### src/design/mfc_pkg.sv
/*
 * Shared constants and types of the per-SA frame format classifier.
 * Assumes a byte-wide frame stream without preamble and FCS, DA first.
 */
// Overview of operation
// - Per-SA field enables gate classification field set
// - Standard transmit offers DA, SA, Etype, tags
// - Standard receive offers only DA, SA, SecTAG
// - Standard SecTAG sits directly after source address
// - Single bypass keeps outer tag ahead, classifiable
// - Dual bypass keeps both tags ahead, classifiable
// - One-label EoMPLS header stays clear and classifiable
// - Two-label EoMPLS header stays clear and classifiable
// - Per-SA 128 or 256 bit key selection
// - Bypassed tags excluded from encryption and ICV
// - MPLS link header excluded, client fully transformed
package mfc_pkg;

  // ----------------------------------------------------------------
  // Header window and byte positions
  // ----------------------------------------------------------------
  localparam int HDR_LEN = 24;
  localparam int POS_DA = 0;
  localparam int POS_SA = 6;
  localparam int POS_T1 = 12;
  localparam int POS_V1 = 14;
  localparam int POS_T2 = 16;
  localparam int POS_V2 = 18;
  localparam int POS_ET2 = 20;
  localparam int POS_L1 = 14;
  localparam int POS_L2 = 18;
  localparam int LBL_BOS_BIT = 8;

  // ----------------------------------------------------------------
  // Ethertypes
  // ----------------------------------------------------------------
  localparam logic [15:0] ET_CTAG = 16'h8100;
  localparam logic [15:0] ET_STAG = 16'h88A8;
  localparam logic [15:0] ET_MPLS = 16'h8847;
  localparam logic [15:0] ET_SECTAG = 16'h88E5;

  // ----------------------------------------------------------------
  // Transform offsets in bytes
  // ----------------------------------------------------------------
  localparam logic [7:0] OFS_ADDR_END = 8'h0C;
  localparam logic [7:0] OFS_ONE_TAG = 8'h10;
  localparam logic [7:0] OFS_TWO_TAG = 8'h14;
  localparam logic [7:0] OFS_MPLS_BASE = 8'h0E;
  localparam logic [7:0] LEN_TAG = 8'h04;
  localparam logic [7:0] LEN_NONE = 8'h00;

  // ----------------------------------------------------------------
  // Classification field mask bits
  // ----------------------------------------------------------------
  localparam int NFLD = 10;
  localparam int F_DA = 0;
  localparam int F_SA = 1;
  localparam int F_ETYPE = 2;
  localparam int F_TPID1 = 3;
  localparam int F_VID1 = 4;
  localparam int F_TPID2 = 5;
  localparam int F_VID2 = 6;
  localparam int F_LBL1 = 7;
  localparam int F_LBL2 = 8;
  localparam int F_SECTAG = 9;

  typedef enum logic [1:0] {
    MFC_FMT_STD = 2'h0,
    MFC_FMT_ONE_TAG = 2'h1,
    MFC_FMT_TWO_TAG = 2'h2,
    MFC_FMT_MPLS = 2'h3
  } mfc_fmt_t;

  typedef enum logic [1:0] {
    MFC_ST_IDLE = 2'h0,
    MFC_ST_COLLECT = 2'h1,
    MFC_ST_EVAL = 2'h3,
    MFC_ST_SKIP = 2'h2
  } mfc_state_t;

endpackage

### src/design/mfc_fmt_plan.sv
/*
 * Combinational format plan: field visibility, SecTAG offset and the
 * region left outside encryption and ICV for one frame.
 * Assumes the parsed tag and label counts are stable while read.
 */
`timescale 1ns/1ns
module mfc_fmt_plan (
  input wire logic [1:0] i_fmt,
  input wire logic i_dir_rx,
  input wire logic [1:0] i_tag_cnt,
  input wire logic [1:0] i_lbl_cnt,
  input wire logic [mfc_pkg::NFLD-1:0] i_fld_en,
  output logic [mfc_pkg::NFLD-1:0] o_mask,
  output logic [7:0] o_sectag_ofs,
  output logic [7:0] o_skip_ofs,
  output logic [7:0] o_skip_len,
  output logic o_fmt_err
);

  logic [mfc_pkg::NFLD-1:0] tx_tags;
  logic [mfc_pkg::NFLD-1:0] raw;
  logic [7:0] mpls_len;

  always_comb begin
    tx_tags = '0;
    tx_tags[mfc_pkg::F_DA] = 1'b1;
    tx_tags[mfc_pkg::F_SA] = 1'b1;
    tx_tags[mfc_pkg::F_ETYPE] = 1'b1;
    tx_tags[mfc_pkg::F_TPID1] = (i_tag_cnt != 2'h0);
    tx_tags[mfc_pkg::F_VID1] = (i_tag_cnt != 2'h0);
    tx_tags[mfc_pkg::F_TPID2] = (i_tag_cnt == 2'h2);
    tx_tags[mfc_pkg::F_VID2] = (i_tag_cnt == 2'h2);
    mpls_len = mfc_pkg::OFS_MPLS_BASE + {4'h0, i_lbl_cnt, 2'h0};
    // Standard placement is the fallback when the frame lacks what
    // the chosen format needs; such frames are flagged, not dropped.
    raw = '0;
    raw[mfc_pkg::F_DA] = 1'b1;
    raw[mfc_pkg::F_SA] = 1'b1;
    raw[mfc_pkg::F_SECTAG] = 1'b1;
    o_sectag_ofs = mfc_pkg::OFS_ADDR_END;
    o_skip_ofs = mfc_pkg::OFS_ADDR_END;
    o_skip_len = mfc_pkg::LEN_NONE;
    o_fmt_err = 1'b0;
    unique case (mfc_pkg::mfc_fmt_t'(i_fmt))
      mfc_pkg::MFC_FMT_STD: begin
      end
      mfc_pkg::MFC_FMT_ONE_TAG: begin
        if (i_tag_cnt != 2'h0) begin
          o_sectag_ofs = mfc_pkg::OFS_ONE_TAG;
          o_skip_len = mfc_pkg::LEN_TAG;
          raw[mfc_pkg::F_TPID1] = 1'b1;
          raw[mfc_pkg::F_VID1] = 1'b1;
        end else begin
          o_fmt_err = 1'b1;
        end
      end
      mfc_pkg::MFC_FMT_TWO_TAG: begin
        if (i_tag_cnt == 2'h2) begin
          o_sectag_ofs = mfc_pkg::OFS_TWO_TAG;
          o_skip_len = mfc_pkg::LEN_TAG + mfc_pkg::LEN_TAG;
          raw[mfc_pkg::F_TPID1] = 1'b1;
          raw[mfc_pkg::F_VID1] = 1'b1;
          raw[mfc_pkg::F_TPID2] = 1'b1;
          raw[mfc_pkg::F_VID2] = 1'b1;
        end else begin
          o_fmt_err = 1'b1;
        end
      end
      mfc_pkg::MFC_FMT_MPLS: begin
        if (i_lbl_cnt != 2'h0) begin
          o_sectag_ofs = mpls_len;
          o_skip_ofs = mfc_pkg::LEN_NONE;
          o_skip_len = mpls_len;
          raw[mfc_pkg::F_ETYPE] = 1'b1;
          raw[mfc_pkg::F_LBL1] = 1'b1;
          raw[mfc_pkg::F_LBL2] = (i_lbl_cnt == 2'h2);
          tx_tags = raw;
          tx_tags[mfc_pkg::F_SECTAG] = 1'b0;
        end else begin
          o_fmt_err = 1'b1;
        end
      end
    endcase
    o_mask = (i_dir_rx ? raw : tx_tags) & i_fld_en;
  end

endmodule

### src/design/mfc_classifier.sv
/*
 * Per-SA frame format classifier: collects the first header bytes of
 * each frame, picks the SA's format and publishes classification fields,
 * SecTAG position and the bypassed header region.
 * Assumes frames arrive one byte per valid cycle, SOF on the first byte.
 */
`timescale 1ns/1ns
module mfc_classifier #(
  parameter int N_SA = 16
) (
  input wire logic i_clk_sys,
  input wire logic i_rst_n,
  input wire logic i_valid,
  input wire logic [7:0] i_data,
  input wire logic i_sof,
  input wire logic i_eof,
  input wire logic i_dir_rx,
  input wire logic [$clog2(N_SA)-1:0] i_sa_idx,
  input wire logic [2*N_SA-1:0] i_sa_fmt,
  input wire logic [mfc_pkg::NFLD*N_SA-1:0] i_sa_fld_en,
  input wire logic [N_SA-1:0] i_sa_key256,
  output logic o_cls_valid,
  output logic [$clog2(N_SA)-1:0] o_sa_idx,
  output logic [1:0] o_fmt,
  output logic o_key256,
  output logic [mfc_pkg::NFLD-1:0] o_fld_mask,
  output logic [47:0] o_da,
  output logic [47:0] o_sa,
  output logic [15:0] o_etype,
  output logic [15:0] o_tpid1,
  output logic [11:0] o_vid1,
  output logic [15:0] o_tpid2,
  output logic [11:0] o_vid2,
  output logic [31:0] o_lbl1,
  output logic [31:0] o_lbl2,
  output logic [1:0] o_tag_cnt,
  output logic [1:0] o_lbl_cnt,
  output logic [7:0] o_sectag_ofs,
  output logic [7:0] o_skip_ofs,
  output logic [7:0] o_skip_len,
  output logic o_sectag_ok,
  output logic o_fmt_err
);

  localparam int SA_W = $clog2(N_SA);
  localparam int CNT_W = $clog2(mfc_pkg::HDR_LEN + 1);

  // ----------------------------------------------------------------
  // Header collection
  // ----------------------------------------------------------------
  mfc_pkg::mfc_state_t state_ff;
  mfc_pkg::mfc_state_t nxt_state;
  logic [7:0] hdr_ff [0:mfc_pkg::HDR_LEN-1];
  logic [CNT_W-1:0] cnt_ff;
  logic ended_ff;
  logic dir_ff;
  logic [SA_W-1:0] sa_ff;
  logic start;
  logic take;
  logic last_hdr;

  function automatic logic [15:0] be16(input int pos);
    be16 = {hdr_ff[pos], hdr_ff[pos+1]};
  endfunction

  function automatic logic is_vlan(input logic [15:0] tpid);
    is_vlan = (tpid == mfc_pkg::ET_CTAG) || (tpid == mfc_pkg::ET_STAG);
  endfunction

  // A new frame may start in the evaluation cycle so back-to-back frames
  // are not missed; the array is read there before being overwritten.
  assign start = i_valid && i_sof &&
    ((state_ff == mfc_pkg::MFC_ST_IDLE) ||
     ((state_ff == mfc_pkg::MFC_ST_EVAL) && ended_ff));
  assign take = i_valid && (state_ff == mfc_pkg::MFC_ST_COLLECT);
  assign last_hdr = take &&
    ((cnt_ff == CNT_W'(mfc_pkg::HDR_LEN - 1)) || i_eof);

  always_comb begin
    nxt_state = state_ff;
    unique case (state_ff)
      mfc_pkg::MFC_ST_IDLE: begin
        if (start) nxt_state = mfc_pkg::MFC_ST_COLLECT;
      end
      mfc_pkg::MFC_ST_COLLECT: begin
        if (last_hdr) nxt_state = mfc_pkg::MFC_ST_EVAL;
      end
      mfc_pkg::MFC_ST_EVAL: begin
        if (start) nxt_state = mfc_pkg::MFC_ST_COLLECT;
        else if (ended_ff) nxt_state = mfc_pkg::MFC_ST_IDLE;
        else if (i_valid && i_eof) nxt_state = mfc_pkg::MFC_ST_IDLE;
        else nxt_state = mfc_pkg::MFC_ST_SKIP;
      end
      mfc_pkg::MFC_ST_SKIP: begin
        if (i_valid && i_eof) nxt_state = mfc_pkg::MFC_ST_IDLE;
      end
    endcase
  end

  always_ff @(posedge i_clk_sys or negedge i_rst_n) begin
    if (!i_rst_n) begin
      state_ff <= mfc_pkg::MFC_ST_IDLE;
    end else begin
      state_ff <= nxt_state;
    end
  end

  always_ff @(posedge i_clk_sys or negedge i_rst_n) begin
    if (!i_rst_n) begin
      cnt_ff <= '0;
      ended_ff <= 1'b0;
      dir_ff <= 1'b0;
      sa_ff <= '0;
    end else if (start) begin
      cnt_ff <= CNT_W'(1);
      ended_ff <= i_eof;
      dir_ff <= i_dir_rx;
      sa_ff <= i_sa_idx;
    end else if (take) begin
      cnt_ff <= cnt_ff + CNT_W'(1);
      ended_ff <= i_eof;
    end
  end

  // Short frames leave stale bytes beyond their end; those bytes are parsed
  // as header, and o_fmt_err flags such frames only when a format check fails.
  always_ff @(posedge i_clk_sys) begin
    if (start) begin
      hdr_ff[0] <= i_data;
    end else if (take && (cnt_ff < CNT_W'(mfc_pkg::HDR_LEN))) begin
      hdr_ff[cnt_ff] <= i_data;
    end
  end

  // ----------------------------------------------------------------
  // Header parse and format plan
  // ----------------------------------------------------------------
  logic tag1;
  logic tag2;
  logic mpls;
  logic [1:0] tag_cnt;
  logic [1:0] lbl_cnt;
  logic [15:0] etype;
  logic [31:0] lbl1;
  logic [1:0] sa_fmt;
  logic [mfc_pkg::NFLD-1:0] fld_en;
  logic [mfc_pkg::NFLD-1:0] mask;
  logic [7:0] sectag_ofs;
  logic [7:0] skip_ofs;
  logic [7:0] skip_len;
  logic fmt_err;

  always_comb begin
    tag1 = is_vlan(be16(mfc_pkg::POS_T1));
    tag2 = tag1 && is_vlan(be16(mfc_pkg::POS_T2));
    mpls = (be16(mfc_pkg::POS_T1) == mfc_pkg::ET_MPLS);
    lbl1 = {be16(mfc_pkg::POS_L1), be16(mfc_pkg::POS_L1 + 2)};
    tag_cnt = tag2 ? 2'h2 : (tag1 ? 2'h1 : 2'h0);
    lbl_cnt = !mpls ? 2'h0 : (lbl1[mfc_pkg::LBL_BOS_BIT] ? 2'h1 : 2'h2);
    etype = tag2 ? be16(mfc_pkg::POS_ET2) :
            (tag1 ? be16(mfc_pkg::POS_T2) : be16(mfc_pkg::POS_T1));
  end

  assign sa_fmt = i_sa_fmt[2*sa_ff +: 2];
  assign fld_en = i_sa_fld_en[mfc_pkg::NFLD*sa_ff +: mfc_pkg::NFLD];

  mfc_fmt_plan u_plan (
    .i_fmt(sa_fmt),
    .i_dir_rx(dir_ff),
    .i_tag_cnt(tag_cnt),
    .i_lbl_cnt(lbl_cnt),
    .i_fld_en(fld_en),
    .o_mask(mask),
    .o_sectag_ofs(sectag_ofs),
    .o_skip_ofs(skip_ofs),
    .o_skip_len(skip_len),
    .o_fmt_err(fmt_err)
  );

  // ----------------------------------------------------------------
  // Result registers
  // ----------------------------------------------------------------
  logic eval;
  assign eval = (state_ff == mfc_pkg::MFC_ST_EVAL);

  always_ff @(posedge i_clk_sys or negedge i_rst_n) begin
    if (!i_rst_n) begin
      o_cls_valid <= 1'b0;
    end else begin
      o_cls_valid <= eval;
    end
  end

  always_ff @(posedge i_clk_sys or negedge i_rst_n) begin
    if (!i_rst_n) begin
      o_sa_idx <= '0;
      o_fmt <= 2'h0;
      o_key256 <= 1'b0;
      o_fld_mask <= '0;
      o_tag_cnt <= 2'h0;
      o_lbl_cnt <= 2'h0;
      o_sectag_ofs <= 8'h00;
      o_skip_ofs <= 8'h00;
      o_skip_len <= 8'h00;
      o_sectag_ok <= 1'b0;
      o_fmt_err <= 1'b0;
    end else if (eval) begin
      o_sa_idx <= sa_ff;
      o_fmt <= sa_fmt;
      o_key256 <= i_sa_key256[sa_ff];
      o_fld_mask <= mask;
      o_tag_cnt <= tag_cnt;
      o_lbl_cnt <= lbl_cnt;
      o_sectag_ofs <= sectag_ofs;
      o_skip_ofs <= skip_ofs;
      o_skip_len <= skip_len;
      o_sectag_ok <= dir_ff && ({hdr_ff[sectag_ofs[4:0]], hdr_ff[sectag_ofs[4:0] + 5'h01]}
                     == mfc_pkg::ET_SECTAG);
      o_fmt_err <= fmt_err;
    end
  end

  always_ff @(posedge i_clk_sys or negedge i_rst_n) begin
    if (!i_rst_n) begin
      o_da <= '0;
      o_sa <= '0;
      o_etype <= '0;
      o_tpid1 <= '0;
      o_vid1 <= '0;
      o_tpid2 <= '0;
      o_vid2 <= '0;
      o_lbl1 <= '0;
      o_lbl2 <= '0;
    end else if (eval) begin
      o_da <= {be16(mfc_pkg::POS_DA), be16(mfc_pkg::POS_DA + 2), be16(mfc_pkg::POS_DA + 4)};
      o_sa <= {be16(mfc_pkg::POS_SA), be16(mfc_pkg::POS_SA + 2), be16(mfc_pkg::POS_SA + 4)};
      o_etype <= mpls ? mfc_pkg::ET_MPLS : etype;
      o_tpid1 <= be16(mfc_pkg::POS_T1);
      o_vid1 <= 12'(be16(mfc_pkg::POS_V1));
      o_tpid2 <= be16(mfc_pkg::POS_T2);
      o_vid2 <= 12'(be16(mfc_pkg::POS_V2));
      o_lbl1 <= lbl1;
      o_lbl2 <= {be16(mfc_pkg::POS_L2), be16(mfc_pkg::POS_L2 + 2)};
    end
  end
endmodule

### config.mk
export PLATFORM = sky130hd
export DESIGN_NAME = mfc_classifier
export DESIGN_NICKNAME = d
export VERILOG_FILES = /design/src/design/mfc_pkg.sv /design/src/design/mfc_fmt_plan.sv /design/src/design/mfc_classifier.sv
export SDC_FILE = /design/constraint.sdc
export NUM_CORES = 1
export LEC_CHECK = 0
export ABC_AREA = 1
export BUFFER_PORTS_ARGS = -buffer_cell sky130_fd_sc_hd__buf_2
export CORE_MARGIN = 10
export CORE_UTILIZATION = 30
export CTS_CLUSTER_DIAMETER = 50
export DETAILED_ROUTE_END_ITERATION = 10
export GPL_TIMING_DRIVEN = 0
export MAX_ROUTING_LAYER = met4
export PLACE_DENSITY_LB_ADDON = 0.12
export SLEW_MARGIN = 25
export SYNTH_ARGS = -nofsm -noshare
export SYNTH_HDL_FRONTEND = slang
export SYNTH_HIERARCHICAL = 1
export SYNTH_SLANG_ARGS = --single-unit
### constraint.sdc
create_clock -name i_clk_sys -period 3.7 [get_ports i_clk_sys]
set_input_delay 0.74 -clock i_clk_sys [delete_from_list [all_inputs] [get_ports i_clk_sys]]
set_output_delay 0.74 -clock i_clk_sys [all_outputs]
set_load 0.01 [all_outputs]
==> results.md, run 1 <==
Timing:
- Clock skew on the completed layout was measured at 23.8 ps.
- The ratio of final minimum period to clock period is 98.8%.
- After layout, the worst setup slack is 44.3 ps.
- Headroom to the max-slew limit came out at 22.6%.
- The measured slew at the worst slew-check pin is 1160 ps.
- The final-report hold violation count is 0.
- Setup repair after global routing could not meet its margin everywhere.
- Across all hold checks on the routed design, the worst slack comes to 333 ps.
- The count of final max-slew check failures was 0.
- The summed negative setup slack over all endpoints is 0 ps.
- Counting I/O delays and the setup requirement, the final critical path takes 3660 ps.
- Setup violations remaining at the end of the flow were counted as 0.
- The achievable frequency is 274 MHz.

Global route:
- Global routing used 25.8% of the available tracks across all layers.
- Entering global routing, the biggest net connects 84 pins.
- The via count of the first global-routing pass is 23500.
- The initial antenna violation count was 19.
- The wire length of the first global-routing pass is 173000 um.
- For this run the aggregate overflow at the end of global routing stands at 0.

Die:
- In this run the core area contains 105 standard-cell rows.
- For this design the top-level I/O count stands at 506.
- For this configuration, the core starts out at a cell density of 30.3%.
- The total die area is 94800 sq um.
- The die height is 308 um.
- The standard cell core area is 82100 sq um.
- The die is 308 um wide.

Final layout:
- In the final layout, the share of cells above drive strength 1 is 26.3%.
- The number of non-filler instances in the completed layout is 4774.
- The number of nets in the layout is 3859.
- The signed area change from the synthesized netlist to the final layout is 33.6%.
- The utilization after layout is 40.5%.
- The number of inserted filler cells in the final layout is 8472.
- The final non-filler cell area is 33200 sq um.

Logic synthesis:
- The most used flip-flop cell after synthesis is edfxtp_1.
- edfxtp_1 takes more of the synthesized area than any other cell.
- The share of the yosys chip area belonging to registers is 56.3%.
- The synthesized netlist cell count is 2894.
- After synthesis, the mean cell area works out to 8.60 sq um.
- The top cell type's share of synthesized area is 30.9%.
- In this run, synthesis produced a sequential element count of 509.
- The number of different library cells used by synthesis comes to 46.
- In the post-synthesis netlist, the biggest area contributors are edfxtp_1 31%, dfrtp_1 25%, nand2_1 12%.
- The commonest cells after synthesis are 820 x nand2_1, 335 x o21ai_0, 274 x inv_1.
- The dominant cell by count in the synthesized netlist is nand2_1.
- The async set or reset register ratio after synthesis is 49.7%.
- Yosys printed 6 warnings.
- The number of enable-type register cells in the synthesized netlist is 256.
- The netlist area before placement is 24900 sq um.

Min path:
- In this run the worst hold path is classified as input pin to register.
- The beginning of the worst hold path is i_sa_idx[2].
- The worst hold path was traced through 3 stages.
- The destination of the worst hold path is sa_ff[2].

Drt:
- Detailed routing inserted a total of 24100 vias.
- The starting DRC count in detailed routing is 2563.
- Dividing the detail-routed wire length by the instance count gives 25.9 um.
- The via density per instance is 5.05.
- The number of design rule violations left after detail routing is 0.
- The post-detailed-routing wire length is 124000 um.
- The number of antenna-violating nets in the routed design is 0.
- The first TritonRoute pass finished after 5 iterations.

Placed design:
- The placement-stage worst setup slack is -2240 ps.
- Counting tap cells, the placed design contains a total of 4548 instances.
- The wire-length estimate of the detail-placed layout is 91000 um.
- The count of buffers inserted at the top-level ports is 505.
- In this run the cell area measured after placement is 29100 sq um.
- The weighted congestion at the end of routability-driven global placement is 0.989.

Setup path:
- The critical setup path kind is register to register.
- STA classifies the critical path endpoint as a register.
- Of all nets on the critical path, the largest fanout is 10.
- The worst register-to-register path has a depth of 24.
- The startpoint identified for the worst register-to-register timing path is sa_ff[0].
- Data arrives at the worst endpoint at 4220 ps.
- The capture instance of the worst register-to-register path is o_sectag_ok.
- The reg2reg setup slack is 40 ps.
- The required time at the worst-slack endpoint is 4260 ps.
- STA classifies the critical path startpoint as a register.

Pwr:
- The fraction of power spent switching nets is 43.1%.
- The part of the total power dissipated in the clock network is 25.0%.
- The net switching power is 12.4 mW.
- The worst ir drop on vdd is 0.530 mV.
- In this run the static leakage power is 15.8 nW.
- Per report_power, the sequential group accounts for 28.8% of the total.
- Internal power comes to 16.3 mW.
- Power spread over the standard cell area amounts to 865 nW/um^2.
- The post-layout total power is 28.7 mW.
- The share of total power dissipated in combinational logic is 46.2%.

CTS:
- TritonCTS built the clock tree.
- The clock drives 509 sinks.
- For the worst-skew pair, the clock arrives at the later sink with an insertion delay of 630 ps.
- The number of clock buffers added by TritonCTS is 76.
- The maximum root-to-sink buffer count is 3.
- Clock-pin slew was measured on the worst setup and hold paths at 60 ps.
- The H-tree generated during clock tree synthesis spans 3 levels.
- Clock tree synthesis selected as its root buffer the cell clkbuf_16.

Flow run:
- The max-capacitance violation count is 0.

Outcome:
- The run finished with clean final reports.
## sequential cells by signal (all words and copies together) (netlist names), 10 cells and up
signal and cells:
o_lbl1 16, o_etype 16, o_fld_mask 10, o_tpid2 15, hdr_ff 256, o_da 48
o_lbl2 21, o_vid2 11, o_tpid1 16, o_sa 48
## per-layer routing
metal | vias up | share of wire, % | track usage [%]
met3 | 261 | 9.1 | 6.17
met2 | 1211 | 46 | 40.1
met4 | 0 | 4.4 | 10.7
met1 | 11700 | 41 | 32.1
met5 | - | 0 | -
li1 | 11000 | - | -
## layout make-up
cell class / instances / area (sq um) / share of cell area, %
buffer: 220 / 1570 / 4.71
antenna: 21 / 52.6 / 0.158
clock buffer: 92 / 2030 / 6.12
timing repair buffer: 572 / 3240 / 9.76
inverter: 282 / 1100 / 3.32
clock inverter: 49 / 474 / 1.43
tap: 1070 / 1340 / 4.03
multi-input combinational: 1958 / 9390 / 28.3
timing repair inverter: 1 / 8.76 / 0.0264
sequential: 509 / 14000 / 42.2
## cells in the final DEF, fill, tap and decap left out, types with 17 or more instances in the layout
cell / synthesis / layout
dfrtp_1: 253 / 250
clkbuf_1: 92 / 82
clkbuf_16: 0 / 86
a21oi_1: 58 / 50
inv_6: 0 / 17
diode_2: 0 / 21
o21ai_1: 12 / 20
o21ai_0: 335 / 325
inv_1: 274 / 257
nand3_1: 234 / 201
o221ai_1: 40 / 39
edfxtp_1: 256 / 256
buf_6: 8 / 17
buf_2: 37 / 533
nand3_2: 3 / 31
buf_4: 72 / 123
nor2_1: 253 / 239
conb_1: 2 / 78
o211ai_1: 30 / 30
nand2_1: 820 / 802
## how the worst max path moves through the flow
stage | startpoint | endpoint | slack (ps) | cells past startpoint
2_1_floorplan | hdr_ff[13][4] | o_sectag_ok | 370 | 24
3_3_place_gp | i_rst_n | o_da[28] | -3190 | 1
3_5_place_dp | sa_ff[0] | o_sectag_ok | -2240 | 21
4_1_cts | hdr_ff[12][1] | o_sectag_ok | 1 | 27
5_1_grt | hdr_ff[12][5] | o_sectag_ok | -40 | 27
6_report | sa_ff[0] | o_sectag_ok | 40 | 24
## cell families after synthesis
logic type	count (synthesis)	synth area share (%)
XOR/XNOR	1	0.0352
buffers and inverters	503	9.11
adder cells (fa/ha/maj)	13	0.654
other	2	0.0302
multiplexers	1	0.0453
AND/OR/NAND/NOR	1354	22.2
AO/OA/AOI/OAI	511	11.6
flip-flops	509	56.3
## timing repair
item,in CTS,in global routing
gates cloned,5,4
endpoints found under the setup margin,7,1
endpoints found under the hold margin,11,0
setup buffers,21,34
hold buffers,1,0
gates resized for setup,173,109
pin swaps,12,43
## power by group through the flow
stage | Sequential [mW] | Clock [mW] | Combinational, mW
finish | 8.26 | 7.20 | 13.3
global route | 8.44 | 7.54 | 14.3
CTS | 8.27 | 7.32 | 12.1
detailed placement | 8.34 | 0 | 11.2
global placement | 8.32 | 0 | 11.1
floorplan | 8.67 | 0 | 5.61
## critical path: stages (launching register included)
cell and delay, ps:
dfrtp_2 450, clkinv_4 90, buf_6 150, o21ai_2 110
o22ai_2 90, o211ai_1 340, nand2_4 160, ha_4 220
nand2_8 70, nor2_4 40, buf_12 130, ha_4 260
buf_12 150, inv_6 90, buf_12 150, nand3_1 190
nand3_2 150, nand2_1 60, nor2_1 100, nand3_1 80
nand2_1 80, nand3_2 80, nand2_2 90, nand3_4 130
nand2_2 100
(Power assumes the default switching activity.)
==> run 2, diff against run 1 <==
- ABC_AREA: 1 -> default
- SKIP_CTS_REPAIR_TIMING: default -> 1
==> results.md, run 2 <==
Outcome:
- Run status: finished with violations (was completed).
- The checks that failed: setup timing.

Global route:
- The global router's overall resource usage came to 21.5% (was 25.8%).
- The via count of the first global-routing pass is 18000 (was 23500).
- The initial antenna violation count is 6 (was 19).
- The largest net degree at the start of global routing is 84 (unchanged).
- The wire length of the first global-routing pass is 131000 um (was 173000 um).
- The total congestion overflow after global routing is 0 (unchanged).

Timing:
- Setup repair after global routing missed its margin: yes (unchanged).
- The final-report hold violation count came to 0 (unchanged).
- The shortest period the worst path allows is 4210 ps (was 3660 ps).
- The final setup violation count is 1 (was 0).
- The measured slew at the worst slew-check pin is 1360 ps (was 1160 ps).
- The ratio of final minimum period to clock period is 114% (was 98.8%).
- The worst relative slew slack is 8.87% (was 22.6%).
- The clock tree skew after final layout is 44.3 ps (was 23.8 ps).
- The achievable frequency is 237 MHz (was 274 MHz).
- The summed negative setup slack over all endpoints is -513 ps (was 0 ps).
- The slack of the critical path is -513 ps (was 44.3 ps).
- The count of final max-slew check failures is 0 (unchanged).
- The worst hold slack after final layout came to 321 ps (was 333 ps).

CTS:
- The CTS tree is built (unchanged).
- The clock input transition at the sequential cells of the worst setup and hold paths is 60 ps (about the same).
- The CTS H-tree depth is 2 (was 3).
- The clock sink count is 509 (unchanged).
- The clock latency at the later pin of the worst-skew pair came to 640 ps (was 630 ps).
- The root buffer cell is clkbuf_16 (unchanged).
- The maximum root-to-sink buffer count is 3 (unchanged).
- The TritonCTS buffer count is 60 (was 76).

Min path:
- The path category of the worst min-delay check was input pin to register (unchanged).
- The destination of the worst hold path is sa_ff[1] (was sa_ff[2]).
- The beginning of the worst hold path is i_sa_idx[1] (was i_sa_idx[2]).
- The cell depth of the worst min-delay path is 3 (unchanged).

Placed design:
- The count of buffers inserted at the top-level ports came to 505 (unchanged).
- The estimated wirelength of the detail-placed design is 69200 um (was 91000 um).
- The weighted congestion at the end of routability-driven global placement is 0.885 (was 0.989).
- The placed standard-cell area is 26300 sq um (was 29100 sq um).

Logic synthesis:
- The top cell type's share of synthesized area is 34.9% (was 30.9%).
- The synthesized area per cell came to 11.5 sq um (was 8.60 sq um).
- Top cells by area in the synthesized netlist: edfxtp_1 35%, dfrtp_1 29%, nand2_1 12% (was edfxtp_1 31%, dfrtp_1 25%, nand2_1 12%).
- The number of enable-type register cells in the synthesized netlist was 256 (unchanged).
- The netlist area before placement is 22100 sq um (was 24900 sq um).
- The dominant cell type by area after synthesis is edfxtp_1 (unchanged).
- Commonest cells in the synthesized netlist: 719 x nand2_1, 256 x edfxtp_1, 253 x dfrtp_1 (was 820 x nand2_1, 335 x o21ai_0, 274 x inv_1).
- The count of cell types in the netlist came to 63 (was 46).
- The synthesized flop and latch total is 509 (unchanged).
- The dominant cell by count in the synthesized netlist is nand2_1 (unchanged).
- The most used flip-flop cell after synthesis is edfxtp_1 (unchanged).
- The share of the yosys chip area belonging to registers is 63.6% (was 56.3%).
- The number of synthesis warnings is 6 (unchanged).
- The synthesized netlist cell count was 1918 (was 2894).
- The async set or reset register ratio after synthesis was 49.7% (unchanged).

Setup path:
- The nature of the critical path startpoint is a register (unchanged).
- The critical setup path kind is register to register (unchanged).
- The count of cells along the worst register-to-register path came to 17 (was 24).
- The reg2reg setup slack came to -510 ps (was 40 ps).
- The maximum fanout encountered on the critical timing path is 10 (unchanged).
- The start of the worst register-to-register path is hdr_ff[12][4] (was sa_ff[0]).
- The capture instance of the worst register-to-register path was o_sectag_ok (unchanged).
- The kind of cell adding the most delay to the critical path is simple AND/OR/NAND/NOR gates (unchanged).
- The cell at the slowest stage of the critical path is or4_4 (was dfrtp_2).
- The number of buffers and inverters on the critical path is 3 (was 6).
- The required time at the worst-slack endpoint was 4240 ps (was 4260 ps).
- The kind of end point of the critical path is a register (unchanged).
- The number of gates on the worst path with buffers counted is 17 (was 24).
- The longest individual stage delay on the worst path is 430 ps (was 450 ps).
- The endpoint arrival time on the critical path is 4750 ps (was 4220 ps).
- The source of the critical timing path is hdr_ff[12][4] (was sa_ff[0]).
- Worst path cell trace: or3b_1, or4_4, or2_4, nor4_4, inv_2, buf_4, ha_1, nor2b_1, a21oi_1, nand2_1, clkbuf_4, xnor2_4, a41oi_1, o211ai_1, o31ai_2, nor4b_2, a211oi_1 (was clkinv_4, buf_6, o21ai_2, o22ai_2, o211ai_1, nand2_4, ha_4, nand2_8, nor2_4, buf_12, ha_4, buf_12, inv_6, buf_12, nand3_1, nand3_2, nand2_1, nor2_1, nand3_1, nand2_1, nand3_2, nand2_2, nand3_4, nand2_2).

Pwr:
- The power density normalized to cell area was 805 nW/um^2 (was 865 nW/um^2).
- The combinational fraction of design power is 38.4% (was 46.2%).
- The worst ir drop on vdd is 0.387 mV (was 0.530 mV).
- The net switching power is 8.83 mW (was 12.4 mW).
- The part of the total power dissipated in sequential elements is 35.3% (was 28.8%).
- The fraction of power spent switching nets is 37.8% (was 43.1%).
- The total internal power was 14.5 mW (was 16.3 mW).
- The standby leakage power was 13.0 nW (was 15.8 nW).
- The post-layout total power is 23.4 mW (was 28.7 mW).
- The part of the total power dissipated in the clock network came to 26.4% (was 25.0%).

Final layout:
- Registers with the most flip-flops: hdr_ff: 256 flops, o_da: 48 flops, o_sa: 48 flops (unchanged).
- The number of nets in the layout was 2837 (was 3859).
- The multi-input combinational cell area is 7810 sq um (was 9390 sq um).
- The register area is 14000 sq um (about the same).
- The flip-flop count of the largest register after layout is 256 (unchanged).
- The final non-filler cell area came to 29000 sq um (was 33200 sq um).
- The register containing the most flip-flops in the final layout was hdr_ff (unchanged).
- The signed area change from the synthesized netlist to the final layout is 31.6% (was 33.6%).
- The leading cell type in the layout, fill and taps excluded is nand2_1 (unchanged).
- The number of inserted filler cells in the final layout came to 7159 (was 8472).
- The utilization after layout came to 39.8% (was 40.5%).
- Commonest non-fill, non-tap cells in the layout: 719 x nand2_1, 510 x buf_2, 256 x edfxtp_1 (was 802 x nand2_1, 533 x buf_2, 325 x o21ai_0).
- The fraction of final layout cells sized beyond drive strength 1 is 31.8% (was 26.3%).

Drt:
- The via density per instance is 4.85 (was 5.05).
- The starting DRC count in detailed routing was 1489 (was 2563).
- The post-detailed-routing wire length is 91700 um (was 124000 um).
- The number of design rule violations left after detail routing is 0 (unchanged).
- The per-cell routed wire length came to 25.4 um (was 25.9 um).
- The first-pass iteration count of the detailed router came to 5 (unchanged).
- The number of antenna-violating nets in the routed design is 0 (unchanged).
- The vias after detailed routing is 17500 (was 24100).

Die:
- The standard cell core area is 73000 sq um (was 82100 sq um).
- The total die area is 84800 sq um (was 94800 sq um).
- The effective utilization at floorplan is 30.2% (was 30.3%).
- The count of pins on the block boundary came to 506 (unchanged).
- The die height is 291 um (was 308 um).
- The number of standard-cell rows in the floorplan was 99 (was 105).
- The die width is 291 um (was 308 um).

Flow run:
- The max-capacitance violation count is 0 (unchanged).
-- run 2: worst max path at each step --
stage | end | slack, ps
finish | o_sectag_ok | -510
floorplan | o_sectag_ok | -30
CTS | o_sectag_ok | -1380
detailed placement | o_sectag_ok | -1400
global route | o_sectag_ok | -610
global placement | o_skip_len[7] | -3030
-- run 2: cells by family (layout without fill, tap and decap cells) --
| kind of cell | count (synthesis) | after routing | synth area share, % |
|---|---|---|---|
| simple gates | 1021 | 1021 | 20.7 |
| flops | 509 | 509 | 63.6 |
| buf+inv | 169 | 823 | 4.07 |
| compound gates | 123 | 123 | 3.50 |
| mux | 73 | 73 | 7.11 |
| fa+ha+maj | 13 | 13 | 0.738 |
| xor+xnor | 8 | 9 | 0.318 |
| other cells | 2 | 82 | 0.0341 |
-- run 2: worst register-to-register path, stage by stage (launching register included) --
cell,delay (ps)
edfxtp_1,420
or3b_1,410
or4_4,430
or2_4,300
nor4_4,260
inv_2,110
buf_4,150
ha_1,270
nor2b_1,50
a21oi_1,110
nand2_1,70
clkbuf_4,240
xnor2_4,250
a41oi_1,210
o211ai_1,140
o31ai_2,380
nor4b_2,100
a211oi_1,220
-- run 2: through the flow --
| step | std cells | setup WS [ps] |
|---|---|---|
| after global routing | 3612 | -607 |
| after floorplan | 1994 | -32.2 |
| after detailed placement | 3461 | -1400 |
| after CTS | 3574 | -1380 |
| final | 3612 | -513 |
| after global placement | 3458 | -3030 |
-- run 2: layout make-up --
type                    count  share of cell area [%]
diodes                      4                  0.0345
plain buffers             146                    3.04
clock buffers              80                    5.86
clock inverters            33                    1.34
inverters                  20                   0.293
multi-input cells        1317                    26.9
flip-flops and latches    509                    48.3
well taps                 959                    4.13
repair buffers            544                    10.1
-- run 2: power groups by stage --
stage          logic [mW]  clock network, mW  registers [mW]
2_1_floorplan        4.22                  0            8.64
3_3_place_gp         8.46                  0            8.30
3_5_place_dp         8.51                  0            8.33
4_1_cts              8.54               6.29            8.24
5_1_grt              9.80               6.52            8.41
6_report             8.97               6.16            8.24
-- run 2: routing by layer --
| metal | vias to the layer above | share of wire [%] | wire, um | track usage, % |
|---|---|---|---|---|
| met1 | 8882 | 46 | 41700 | 29.1 |
| li1 | 7956 | - | - | - |
| met2 | 573 | 47 | 42800 | 32.9 |
| met5 | - | 0 | 0 | - |
| met3 | 93 | 6.2 | 5690 | 4.16 |
| met4 | 0 | 1.7 | 1520 | 4.89 |
